**src/rtl/tud_map.vh**
```
// constants for the track un-roll datapath
`ifndef TUD_MAP_VH
`define TUD_MAP_VH
`define TUD_NCTR       4
`define TUD_NTRK       8
`define TUD_WORD_W     32
`define TUD_PH_W       4
`define TUD_PH8_MASK   4'h7
`define TUD_PH_ZERO    4'h0
`define TUD_CNT_W      16
`define TUD_CNT_ZERO   16'h0000
`define TUD_VERN_14    2'h3
`define TUD_VERN_12    2'h1
`define TUD_VERN_0     2'h0
`define TUD_MODE_14    3'h0
`define TUD_MODE_12    3'h1
`define TUD_MODE_11    3'h2
`define TUD_MODE_21    3'h3
`define TUD_MODE_41    3'h4
`define TUD_TOG1_BIT   24
`define TUD_TOG2_BIT   25
`define TUD_FIFO_W     16
`define TUD_FIFO_D     16
`define TUD_FIFO_AW    4
`define TUD_FFT_PTS    10'h200
`define TUD_FFT_CLKS   10'h204
`define TUD_FFT_MAX    10'h203
`define TUD_CLK_MHZ    8'h7d
`define TUD_OUT_MHZ    8'h20
`endif

```
**src/rtl/tud_datapath.v**
```verilog
// track un-roll datapath: capture, parity, un-roll, demux, shuffle, fifo
//
// Summary of operation
// take 36 track streams at 8 MHz as four groups of eight plus system.
// each delay center feeds two FFT pipelines.
// center 0 tracks 0-7, center 1 8-15, center 2 16-23, center 3 24-31.
// parity checked across 8 or 16 tracks against the system track.
// invert a marked bad track bit on each parity error.
// count parity errors per center in hardware counters.
// substitute the system track for a marked bad track.
// roll phase zero passes all eight streams straight through.
// nonzero phases undo the recorder rotation; phase 1 routes input 7 to 0.
// roll steps of 1, 2 or 4 tracks, groups of 8 or 16.
// 16-track groups swap paired centers' sets at phases 8-15.
// roll phase advances at every frame boundary.
// roll-zero indicator sampled at frame start resynchronises the phase.
// output FFT cycle is 516 ticks at 32 MHz, 512 data then 4 gap.
// device applies its own vernier delay in 1-to-4 and 1-to-2 modes.
// host gives zero delay parameters in one-stream modes.
// 2-to-1 and 4-to-1 modes de-multiplex each track into streams; code uses only tracks 0-3 or 0-1 of each center.
// four shufflers make 16 MHz streams, buffer pairs merge to 32 MHz; code has a single buffer drained on 32 MHz ticks.
// host loads matching shuffler personality and control words.
// each shuffler holds a 32-bit control word of mux selects.
// all tracks of a group plus system track captured on one edge.
`timescale 1ns/1ps
`default_nettype none
`include "tud_map.vh"

module tud_fifo #(
  parameter W  = `TUD_FIFO_W,
  parameter D  = `TUD_FIFO_D,
  parameter AW = `TUD_FIFO_AW
) (
  // clock and reset
  input  wire         sys_clk,
  input  wire         rstn,
  // fill side
  input  wire [W-1:0] in_data,
  input  wire         in_valid,
  output wire         in_ready,
  // drain side
  output wire [W-1:0] out_data,
  output wire         out_valid,
  input  wire         out_ready
);
  reg  [W-1:0] mem [0:D-1];
  reg  [AW-1:0] wp_q, rp_q;
  reg  [AW:0]   cnt_q;
  wire          push, pop;

  // full and empty come straight from the occupancy count
  assign in_ready  = (cnt_q != D[AW:0]);
  assign out_valid = (cnt_q != {(AW+1){1'b0}});
  assign out_data  = mem[rp_q];
  assign push      = in_valid && in_ready;
  assign pop       = out_valid && out_ready;

  // storage has no reset, pointers do
  always @(posedge sys_clk) begin
    if (push) begin
      mem[wp_q] <= in_data;
    end
  end

  always @(posedge sys_clk or negedge rstn) begin
    if (!rstn) begin
      wp_q  <= {AW{1'b0}};
      rp_q  <= {AW{1'b0}};
      cnt_q <= {(AW+1){1'b0}};
    end else begin
      if (push) wp_q <= wp_q + 1'b1;
      if (pop) rp_q <= rp_q + 1'b1;
      if (push && !pop) cnt_q <= cnt_q + 1'b1;
      else if (pop && !push) cnt_q <= cnt_q - 1'b1;
    end
  end
endmodule // tud_fifo

module tud_datapath (
  // clock and reset
  input  wire        sys_clk,
  input  wire        rstn,
  // track recovery card pins
  input  wire [31:0] trk_pin,
  input  wire [3:0]  sys_pin,
  input  wire        bit_stb_pin,
  input  wire        frame_pin,
  input  wire        roll_zero_indicator,
  // configuration
  input  wire [1:0]  roll_step,
  input  wire        roll16,
  input  wire        par16,
  input  wire [11:0] bad_trk,
  input  wire [3:0]  bad_en,
  input  wire        inv_en,
  input  wire        sub_en,
  input  wire [2:0]  btm_mode,
  // shuffler control word load
  input  wire        shuf_shift,
  input  wire [3:0]  shuf_sdi,
  // output stream toward fft pipelines
  output reg  [15:0] ffo_data,
  output reg         ffo_valid,
  input  wire        ffo_ready,
  output reg         fft_start,
  output reg         fft_gap,
  // status
  output wire        fifo_in_ready,
  output wire [63:0] perr_cnt,
  output wire [3:0]  roll_phase
);
  // rotate a group of eight by sh: out[i] = in[(i - sh) mod 8]
  function [7:0] rot8;
    input [7:0] v;
    input [2:0] sh;
    integer i;
    reg [2:0] k;
    begin
      rot8 = 8'h00;
      for (i = 0; i < 8; i = i + 1) begin
        k = i[2:0] - sh;
        rot8[i] = v[k];
      end
    end
  endfunction

  // two-stage synchronisers on every pin input
  reg  [38:0] s1_q, s2_q;
  reg         stb_d_q, frm_d_q;
  always @(posedge sys_clk or negedge rstn) begin
    if (!rstn) begin
      s1_q    <= 39'h0;
      s2_q    <= 39'h0;
      stb_d_q <= 1'b0;
      frm_d_q <= 1'b0;
    end else begin
      s1_q    <= {roll_zero_indicator, frame_pin, bit_stb_pin, sys_pin,
                  trk_pin};
      s2_q    <= s1_q;
      stb_d_q <= s2_q[36];
      frm_d_q <= s2_q[37];
    end
  end
  wire stb_p  = s2_q[36] && !stb_d_q;
  wire frm_p  = s2_q[37] && !frm_d_q;
  wire rz_lvl = s2_q[38];

  // capture of all groups and system tracks on one edge
  reg  [35:0] cap_q;
  reg  [4:0]  pipe_q;
  always @(posedge sys_clk or negedge rstn) begin
    if (!rstn) begin
      cap_q  <= 36'h0;
      pipe_q <= 5'h0;
    end else begin
      if (stb_p) cap_q <= s2_q[35:0];
      pipe_q <= {pipe_q[3:0], stb_p};
    end
  end

  // parity check and per-track correction
  reg  [31:0] cor_d, cor_q;
  reg  [3:0]  perr;
  reg  [15:0] cnt_q [0:3];
  integer c, t, cn, cr, cd, td, cl, cs, cw, m; // one index set per process
  always @* begin
    cor_d = cap_q[31:0];
    for (c = 0; c < 4; c = c + 1) begin
      perr[c] = par16 ?
        (^cap_q[(c & 2)*8 +: 16]) ^ cap_q[32 + (c & 2)] :
        (^cap_q[c*8 +: 8]) ^ cap_q[32 + c];
      for (t = 0; t < 8; t = t + 1) begin
        if (bad_en[c] && bad_trk[c*3 +: 3] == t[2:0]) begin
          if (sub_en) cor_d[c*8 + t] = cap_q[32 + c];
          else if (inv_en && perr[c])
            cor_d[c*8 + t] = ~cap_q[c*8 + t];
        end
      end
    end
  end

  // error counters run even when correction is off
  always @(posedge sys_clk or negedge rstn) begin
    if (!rstn) begin
      cor_q <= 32'h0;
      for (cn = 0; cn < 4; cn = cn + 1) cnt_q[cn] <= `TUD_CNT_ZERO;
    end else if (pipe_q[0]) begin
      cor_q <= cor_d;
      for (cn = 0; cn < 4; cn = cn + 1)
        if (perr[cn]) cnt_q[cn] <= cnt_q[cn] + 1'b1;
    end
  end
  assign perr_cnt = {cnt_q[3], cnt_q[2], cnt_q[1], cnt_q[0]};

  // roll phase, stepped per frame, forced to zero by the indicator
  reg  [3:0] ph_q;
  wire [3:0] ph_step = 4'h1 << roll_step;
  wire [3:0] ph_nxt  = ph_q + ph_step;
  always @(posedge sys_clk or negedge rstn) begin
    if (!rstn) begin
      ph_q <= `TUD_PH_ZERO;
    end else if (frm_p) begin
      if (rz_lvl) ph_q <= `TUD_PH_ZERO;
      else if (roll16) ph_q <= ph_nxt;
      else ph_q <= ph_nxt & `TUD_PH8_MASK;
    end
  end
  assign roll_phase = ph_q;

  // un-roll within eight, then pair swap in sixteen-track groups
  reg  [31:0] rot_w, unr_q;
  always @* begin
    for (cr = 0; cr < 4; cr = cr + 1)
      rot_w[cr*8 +: 8] = rot8(cor_q[cr*8 +: 8], ph_q[2:0]);
  end
  always @(posedge sys_clk or negedge rstn) begin
    if (!rstn) begin
      unr_q <= 32'h0;
    end else if (pipe_q[1]) begin
      if (roll16 && ph_q[3])
        unr_q <= {rot_w[23:16], rot_w[31:24], rot_w[7:0], rot_w[15:8]};
      else
        unr_q <= rot_w;
    end
  end

  // vernier delay line and demux phase
  reg  [31:0] dl_q [0:3];
  reg  [1:0]  dm_q;
  reg  [31:0] dmx_q, dmx_d;
  reg  [1:0]  tap;
  always @* begin
    case (btm_mode)
      `TUD_MODE_14: tap = `TUD_VERN_14;
      `TUD_MODE_12: tap = `TUD_VERN_12;
      default:      tap = `TUD_VERN_0;
    endcase
    dmx_d = dl_q[tap];
    for (cd = 0; cd < 4; cd = cd + 1) begin
      for (td = 0; td < 8; td = td + 1) begin
        // streams spread from low tracks, each slot holds its own phase
        if (btm_mode == `TUD_MODE_21) begin
          dmx_d[cd*8 + td] = (dm_q[0] == td[0]) ?
            unr_q[cd*8 + td/2] : dmx_q[cd*8 + td];
        end else if (btm_mode == `TUD_MODE_41) begin
          dmx_d[cd*8 + td] = (dm_q == td[1:0]) ?
            unr_q[cd*8 + td/4] : dmx_q[cd*8 + td];
        end
      end
    end
  end
  always @(posedge sys_clk or negedge rstn) begin
    if (!rstn) begin
      for (cl = 0; cl < 4; cl = cl + 1) dl_q[cl] <= 32'h0;
      dm_q  <= 2'h0;
      dmx_q <= 32'h0;
    end else if (pipe_q[2]) begin
      dl_q[0] <= unr_q;
      for (cl = 1; cl < 4; cl = cl + 1) dl_q[cl] <= dl_q[cl-1];
      dm_q  <= dm_q + 1'b1;
      dmx_q <= dmx_d;
    end
  end

  // shuffler control words, shifted in msb first per center
  reg  [31:0] sw_q [0:3];
  always @(posedge sys_clk or negedge rstn) begin
    if (!rstn) begin
      for (cs = 0; cs < 4; cs = cs + 1) sw_q[cs] <= 32'h0;
    end else if (shuf_shift) begin
      for (cs = 0; cs < 4; cs = cs + 1)
        sw_q[cs] <= {sw_q[cs][30:0], shuf_sdi[cs]};
    end
  end

  // two shuffler writes per 8 MHz cell make the 16 MHz streams
  reg  [15:0] shf_w;
  reg  [2:0]  sel;
  wire        tg = pipe_q[4];
  wire        push = pipe_q[3] || pipe_q[4];
  always @* begin
    shf_w = 16'h0;
    sel   = 3'h0;
    for (cw = 0; cw < 4; cw = cw + 1) begin
      for (m = 0; m < 4; m = m + 1) begin
        sel = sw_q[cw][m*3 +: 3];
        if (tg && sw_q[cw][`TUD_TOG1_BIT]) sel = sel + 3'h1;
        if (tg && sw_q[cw][`TUD_TOG2_BIT]) sel = sel + 3'h2;
        shf_w[cw*4 + m] = dmx_q[cw*8 + sel];
      end
    end
  end

  // buffer between shufflers and the 32 MHz output pacing
  wire [15:0] fo_data;
  wire        fo_valid;
  wire        fo_pop;
  tud_fifo #(
    .W  (`TUD_FIFO_W),
    .D  (`TUD_FIFO_D),
    .AW (`TUD_FIFO_AW)
  ) u_fifo (
    .sys_clk   (sys_clk),
    .rstn      (rstn),
    .in_data   (shf_w),
    .in_valid  (push),
    .in_ready  (fifo_in_ready),
    .out_data  (fo_data),
    .out_valid (fo_valid),
    .out_ready (fo_pop)
  );

  // 32 MHz tick from 125 MHz by phase accumulation; jitter of one clock
  reg  [7:0] acc_q;
  reg  [9:0] fc_q;
  wire [8:0] acc_s = {1'b0, acc_q} + {1'b0, `TUD_OUT_MHZ};
  wire       tick = (acc_s >= {1'b0, `TUD_CLK_MHZ});
  wire       in_gap = (fc_q >= `TUD_FFT_PTS);
  assign fo_pop = tick && !in_gap && ffo_ready && fo_valid;
  always @(posedge sys_clk or negedge rstn) begin
    if (!rstn) begin
      acc_q     <= 8'h00;
      fc_q      <= 10'h000;
      ffo_data  <= 16'h0000;
      ffo_valid <= 1'b0;
      fft_start <= 1'b0;
      fft_gap   <= 1'b0;
    end else begin
      acc_q     <= tick ? acc_s[7:0] - `TUD_CLK_MHZ : acc_s[7:0];
      ffo_valid <= fo_pop;
      fft_start <= tick && (fc_q == 10'h000);
      fft_gap   <= in_gap;
      if (fo_pop) ffo_data <= fo_data;
      if (tick) fc_q <= (fc_q == `TUD_FFT_MAX) ? 10'h000 : fc_q + 1'b1;
    end
  end
endmodule // tud_datapath
`default_nettype wire

```
**config.mk**
```make
export PLATFORM = sky130hd
export DESIGN_NAME = tud_datapath
export DESIGN_NICKNAME = d
export VERILOG_FILES = /design/src/rtl/tud_datapath.v
export VERILOG_INCLUDE_DIRS = /design/src /design/src/rtl
export SDC_FILE = /design/constraint.sdc
export NUM_CORES = 1
export LEC_CHECK = 0
export ABC_AREA = 1
export ABC_CLOCK_PERIOD_IN_PS = 3400
export BUFFER_PORTS_ARGS = -buffer_cell sky130_fd_sc_hd__buf_2
export CELL_PAD_IN_SITES_DETAIL_PLACEMENT = 1
export CELL_PAD_IN_SITES_GLOBAL_PLACEMENT = 1
export CORE_ASPECT_RATIO = 2
export CORE_UTILIZATION = 48
export DETAILED_ROUTE_END_ITERATION = 8
export PLACE_DENSITY_LB_ADDON = 0.1
export SLEW_MARGIN = 20
export SYNTH_ARGS = -nofsm -noshare
export SYNTH_HDL_FRONTEND = slang
export SYNTH_HIERARCHICAL = 1
export SYNTH_SLANG_ARGS = --single-unit
```
**constraint.sdc**
```tcl
create_clock -name sys_clk -period 3.4 [get_ports sys_clk]
set_input_delay 0.17 -clock sys_clk [delete_from_list [all_inputs] [get_ports sys_clk]]
set_output_delay 0.17 -clock sys_clk [all_outputs]
set_load 0.01 [all_outputs]
```
### After elaboration in Yosys (flattened, before gate mapping)

Memory sizes are Yosys's and may differ from the RTL's. A register that Yosys moved wholly into a read port is not among the register bits.
Index checks and enable logic that the tools add are counted.

| cells by class | value |
|---|---|
| add/subtract/negate cells | 65 |
| magnitude comparators | 27 |
| eq/ne operators | 42 |
| shift operators | 1 |
| muxes and demuxes | 369 |
| bitwise operators | 39 |
| reductions and logical operators | 85 |

Operators with widths:

| operator | number |
|---|---|
| 2-to-1 mux 1 bit | 278 |
| binary-select mux 1 bit (select 3 bit) | 36 |
| 2-to-1 mux 3 bit | 32 |
| 2-to-1 mux 32 bit | 3 |
| adder 16 x 1 -> 16 bit, second input constant | 4 |
| binary-select mux 32 bit (select 2 bit) | 1 |
| binary-select mux 1 bit (select 5 bit) | 12 |
| logical AND 1 bit | 55 |
| == test 3 bit, second input constant | 17 |
| adder 3 x 1 -> 3 bit, second input constant | 16 |
| adder 3 x 2 -> 3 bit, second input constant | 16 |
| adder 5 x 3 -> 6 bit, first input constant | 8 |
| < comparator 6 bit, second input constant | 8 |
| < comparator 3 x 4 -> 1 bit, second input constant | 8 |
| NOT 1 bit | 32 |
| XOR reduction 16 bit | 2 |
| XOR reduction 8 bit | 4 |
| == test 3 x 2 -> 1 bit, second input constant | 9 |
| < comparator 3 x 6 -> 1 bit, second input constant | 4 |
| < comparator 5 x 6 -> 1 bit, second input constant | 4 |
| adder 4 x 3 -> 5 bit, first input constant | 4 |
| == test 3 x 1 -> 1 bit, second input constant | 5 |
| logical NOT 3 bit | 5 |
| inequality test 3 x 2 -> 1 bit, second input constant | 4 |
| other kinds (35) | 61 |

| word-level totals | value |
|---|---|
| register bits | 553 |
| RAM bits | 256 |
| bits of input ports | 72 |
| output and inout port bits | 88 |
| logic and storage cells | 663 |
| memories | 1 |

Memory list:

| name | depth | width | read ports | clocked after memory_dff | wr ports | RTL line | RTL |
|---|---|---|---|---|---|---|---|
| u_fifo.mem | 16 | 16 | 1 | 1 | 1 | tud_datapath.v:46 | `reg [W-1:0] mem [0:D-1];` |

### Depth between registers and ports, before layout

| logic depth | value |
|---|---|
| depth in word-level cells | 9 |
| gate-level depth with buffers | 22 |
| gate-level depth less buffers | 21 |

### By module

Netlist, hierarchy kept.

By module, submodules not included:

| module | instances | cells each | area each (um^2) | sequential area each (um^2) |
|---|---|---|---|---|
| tud_datapath | 1 | 3,387 | 27,407.5 | 13,913.3 |
| tud_fifo | 1 | 1,117 | 11,634.9 | 8,012.7 |

### Worst setup path before layout

Ideal clock, no wire load.

| timing path | value |
|---|---|
| path type | register -> register |
| from | register acc_q[5] |
| to | register u_fifo.cnt_q[4] |
| setup time | 117 ps |
| arrival | 2,818 ps |
| data required time | 3,283 ps |
| path slack | 466 ps |
| stages on the path, launching flop included | 20 |
| buffers on the path | 1 |
| clock period less this slack | 2,934 ps |
| cell sequence | dfrtp_1 ha_1 xor2_1 a31oi_1 nand3_1 nand2_1 inv_1 nand3_2 clkinv_1 buf_2 nand2_1 ha_1 inv_1 fa_1 nand2_1 nand3_1 nand3_1 nand2_1 nand2_1 nand2_1 |

| between the ends | value |
|---|---|
| cells in the longest elaborated chain, start to end | 9 |
| elaborated cells on any way between the ends | 11 |
| classes of those cells | add/sub: 1; order compare: 1; mux: 1; reduce/logical: 8 |

RTL lines:

| element | RTL line | RTL |
|---|---|---|
| start: declaration | tud_datapath.v:314 | `reg [7:0] acc_q;` |
| start signal: assignment | tud_datapath.v:329 | `` acc_q <= tick ? acc_s[7:0] - `TUD_CLK_MHZ : acc_s[7:0]; `` |
| adder 8 x 6 -> 9 bit * | tud_datapath.v:316 | `` wire [8:0] acc_s = {1'b0, acc_q} + {1'b0, `TUD_OUT_MHZ}; `` |
| >= comparator 9 x 7 -> 1 bit * | tud_datapath.v:317 | `` wire tick = (acc_s >= {1'b0, `TUD_CLK_MHZ}); `` |
| logical AND 1 bit * (3 in series) | tud_datapath.v:319 | `assign fo_pop = tick && !in_gap && ffo_ready && fo_valid;` |
| net fo_pop | tud_datapath.v:297 | `wire fo_pop;` |
| logical AND 1 bit * | tud_datapath.v:56 | `assign pop = out_valid && out_ready;` |
| logical NOT 1 bit | tud_datapath.v:73 | `if (push && !pop) cnt_q <= cnt_q + 1'b1;` |
| logical AND 1 bit | tud_datapath.v:73 |  |
| 2-to-1 mux 5 bit or nonzero test 2 bit (tied branches) | -- |  |
| end signal: assignment | tud_datapath.v:69 | `cnt_q <= {(AW+1){1'b0}};` |
| end signal: assignment | tud_datapath.v:73 |  |
| end signal: assignment | tud_datapath.v:74 | `else if (pop && !push) cnt_q <= cnt_q - 1'b1;` |
| end: declaration | tud_datapath.v:48 | `reg [AW:0] cnt_q;` |

The timed path passes the listed nets; every way through them passes the cells marked *.
A chain may end at the register's enable or synchronous reset.

### Worst setup path in the final report

| timing path | value |
|---|---|
| from | register acc_q[5] |
| to | register u_fifo.cnt_q[4] |

| between the ends | value |
|---|---|
| cells in the longest elaborated chain, start to end | 9 |
| elaborated cells on any way between the ends | 11 |
| classes of those cells | add/sub: 1; order compare: 1; mux: 1; reduce/logical: 8 |

RTL lines:

| element | RTL line |
|---|---|
| adder 8 x 6 -> 9 bit * | tud_datapath.v:316 |
| >= comparator 9 x 7 -> 1 bit * | tud_datapath.v:317 |
| logical AND 1 bit * (3 in series) | tud_datapath.v:319 |
| logical AND 1 bit * | tud_datapath.v:56 |
| logical NOT 1 bit | tud_datapath.v:73 |
| logical AND 1 bit | tud_datapath.v:73 |
| 2-to-1 mux 5 bit or nonzero test 2 bit (tied branches) | -- |

Mark *: on every way between the ends. The rest lies on a longest branch, timed or not.

==> results by group <==
Clock network
  – CTS sink cnt: between 800 and 900
  – CTS tree: done
  – CTS root buf: clkbuf_16
  – Later-pin clock latency in the skew report: 0.66 ns
  – Reg clk slew, reported paths: roughly 0.070 ns
  – CTS H-Tree Depth: 3
  – CTS Buffer Depth: 3
  – CTS Buf Count: 77
  – Setup Fix Bufs, Post-CTS: 0

Synth
  – Sequential share of the synthesized area: 56.2%
  – Post-synth EDFFs: around 260
  – Top post-synthesis cells by area: dfrtp_1, edfxtp_1, nand2_1
  – Synth Flop Type: dfrtp_1
  – Most common cell in the netlist: nand2_1
  – Mapped Cells: roughly 4,500
  – Yosys top cell area share: 36.5%
  – Area leader, netlist: dfrtp_1
  – Syn Std Cell Area: 0.0390 sq mm
  – Yosys reg bits: between 800 and 900
  – Yosys warns: 6
  – Count of cell types in the netlist: 47
  – Post-synth ARST share: 69.0%
  – Syn_area_per_cell: a little under 9 sq um
  – Synth top cells by count: nand2_1, dfrtp_1, inv_1
  – Net Count, Synth: about 4,600

Drt
  – Met2 Routed Length: 66,100 microns
  – DRC violations left: 0
  – Metal1 wirelength: 38,800 microns
  – Post-DRT Antenna Nets: 0
  – Post-Route WL: 115,000 microns
  – Top Metal Used: met5
  – Iter 0 DRT Violations: around 1,500
  – Wire length on met3: about 3700 microns
  – Vias per Instance: between 5 and 6
  – First-pass DRT Iterations: 5
  – WL/cell: just under 20 microns
  – Via Count: 31,598

Worst hold path
  – Hold EP: cor_q[7]
  – Hold path cells: 6
  – Worst Hold Class: in2reg
  – Hold Path Origin: bad_en[0]

STA
  – Fin crit share: a little under nine tenths
  – Setup_tns: 0 ns
  – Post-layout minimum cycle time: ~2.9 ns
  – Hold Violations, Final: 0
  – Slew at the pin closest to its max-slew limit: 0.997 ns
  – WHS: 0.0397 ns
  – Relative slew slack: between 30% and 40%
  – Setup violators final: 0
  – Fmax: around 0.34 GHz
  – RSZ-0062 raised after global routing: false
  – Final WS setup: approximately 0.48 ns
  – Max Clock Skew: approximately 0.016 ns
  – Max Slew Vio Count: 0

Placed design
  – I/O Buffers: 159
  – Area after DPL: 0.0412 sq mm
  – Pre-CTS setup slack: 0.476 ns
  – Hpwl dp: approximately 81,000 microns
  – Gpl congestion: 0.938

Pwr
  – Net Sw Frac: approximately 36%
  – Seq pwr share: 41.1%
  – Maximum VDD drop: 0.492 mV
  – Cell Pwr Density: 735 mW/mm^2
  – Internal: 21.1 mW
  – Clock Power Share: between 20 and 30%
  – Logic pwr share: about 29%
  – Leak Pwr: about 21 nW
  – NetSw: between 10 and 15 mW

Global routing
  – First-pass GRT wire length: around 180,000 microns
  – Overflow after GRT: 0
  – Vias in the first global route: about 34,000
  – Largest net degree at the start of global routing: ~120
  – GRT Total Usage: 28.6%
  – Antenna violations before repair: 3

Floorplanning
  – Die Wd: slightly above 200 microns
  – Core area: around 0.08 sq mm
  – FP Rows: 147
  – DIE AREA: 0.0826 sq mm
  – Overall die height: approximately 400 microns
  – # IOs: 160
  – Starting Density: approximately half

Finish
  – Fraction of layout cells with a size suffix above 1: between 10% and 20%
  – Final core utilization: between 50 and 60%
  – # fillers: roughly 9,400
  – Diode count: 0
  – Nets: slightly below 5,000
  – Area grow syn2layout: 14.9%
  – Final Cell Area: approximately 0.045 sq mm

Critical path
  – WP buf/inv: 3
  – CP max FO: 6
  – CP Capture Type: flop
  – RR Endpoint: u_fifo/cnt_q[4]
  – Crit path cell chain: ha_1, xor2_1, a31oi_1, nand3_1, nand2_1, inv_1, nand3_2, clkinv_1, nand2_1, ha_1, inv_1, fa_1, nand2_1, nand3_1, nand3_1, nand2_1, nand2_1, nand2_1
  – Worst r2r src: acc_q[5]
  – Largest stage delay, worst path: around 0.46 ns
  – CP max-delay cell: fa_1
  – WS Path Type: reg2reg
  – Worst Reg-to-Reg Cells: 18
  – Setup slack, reg-to-reg: 0.48 ns
  – WP data arrival: around 3.5 ns
  – Crit path launch type: flop
  – Crit-path leading delay family: simple AND/OR/NAND/NOR gates
  – CP most frequent cell: nand2_1
  – Req. time, crit path: between 3 and 4 ns

Outcome
  – Status: completed

Run
  – Max-Cap Viols: 0
-- worst reg2reg max path: stages, from the launching register on --
cell      delay, ns
dfrtp_1        0.42
ha_1           0.22
xor2_1         0.17
a31oi_1        0.16
nand3_1        0.11
nand2_1        0.08
inv_1          0.08
nand3_2        0.07
clkinv_1       0.08
nand2_1        0.18
ha_1           0.20
inv_1          0.13
fa_1           0.46
nand2_1        0.11
nand3_1        0.09
nand3_1        0.09
nand2_1        0.07
nand2_1        0.06
nand2_1        0.05
-- per-stage QoR --
stage          instances  power (mW)
6_report            5850        33.0
5_1_grt             5850        34.8
4_1_cts             5850        33.3
3_5_place_dp        5633        23.3
3_3_place_gp        5633        22.9
2_1_floorplan       4504        19.5
-- cell type report --
type / instances / area (sq um) / share of cell area [%]
repair buffers: 344 / 2510 / 5.60
multi-input cells: 3007 / 14400 / 32.1
clock buffers: 93 / 2140 / 4.77
flip-flops and latches: 825 / 21900 / 48.9
inverters: 488 / 1830 / 4.09
clock inverters: 50 / 728 / 1.62
well taps: 1043 / 1310 / 2.91
-- cells by family after synthesis --
logic type	after synthesis	synth area share, %
XOR/XNOR	134	3.04
adder cells (fa/ha/maj)	46	1.51
AND/OR/NAND/NOR	2130	22.1
buffers and inverters	672	7.03
flip-flops	825	56.2
AO/OA/AOI/OAI	672	9.43
multiplexers	25	0.721
-- registers in the layout (all words and copies together) (netlist names), 16 cells and up --
| signal | flops |
|---|---|
| dmx_q | 32 |
| sw_q | 104 |
| perr_cnt | 64 |
| cap_q | 36 |
| ffo_data | 16 |
| cor_q | 32 |
| dl_q | 128 |
| u_fifo/mem | 256 |
| s2_q | 39 |
| s1_q | 39 |
| unr_q | 32 |
-- how the worst max path moves through the flow --
stage                   from              end  slack [ns]  depth (start not counted)
floorplan           acc_q[5]  u_fifo/cnt_q[4]        0.47                         19
global placement    acc_q[5]  u_fifo/cnt_q[4]        0.53                         18
detailed placement  acc_q[5]  u_fifo/cnt_q[4]        0.48                         18
CTS                 acc_q[5]  u_fifo/cnt_q[4]        0.46                         18
global route        acc_q[5]  u_fifo/cnt_q[4]        0.25                         18
finish              acc_q[5]  u_fifo/cnt_q[4]        0.48                         18
-- power by group through the flow --
| stage | clock network [mW] | registers [mW] | logic (mW) |
|---|---|---|---|
| floorplan | 0 | 13.4 | 6.07 |
| global placement | 0 | 13.7 | 9.24 |
| detailed placement | 0 | 13.7 | 9.53 |
| CTS | 10.0 | 13.6 | 9.72 |
| global route | 10.3 | 13.8 | 10.7 |
| finish | 9.79 | 13.6 | 9.63 |
-- layer usage --
metal  vias to the layer above  GRT usage [%]
met5                         -              0
met1                     15705           27.2
li1                      15015              -
met3                       296           3.96
met4                         4           16.2
met2                       578           57.0
-- what timing repair did --
action	CTS	global route
resized for setup	0	0
hold endpoints to repair	141	0
hold buffers	74	0
-- placed cells by master (no fill, tap or decap), drive strengths merged, types with 6 or more instances in the layout --
master and count:
o21ai 383, ha 44, o221ai 30, xnor2 29
nand4 47, dfrtp 569, clkinv 21, bufinv 16
o211ai 15, o22a 16, nand2 1411, inv 488
clkbuf 93, xor2 105, o22ai 6, edfxtp 256
mux2 25, nor2 356, dlygate4sd3 74, buf 270
nand3 270, clkinvlp 13, a21oi 183, nor3 35
a31oi 14, a211oi 17
Power figures use the tool's default switching activity.
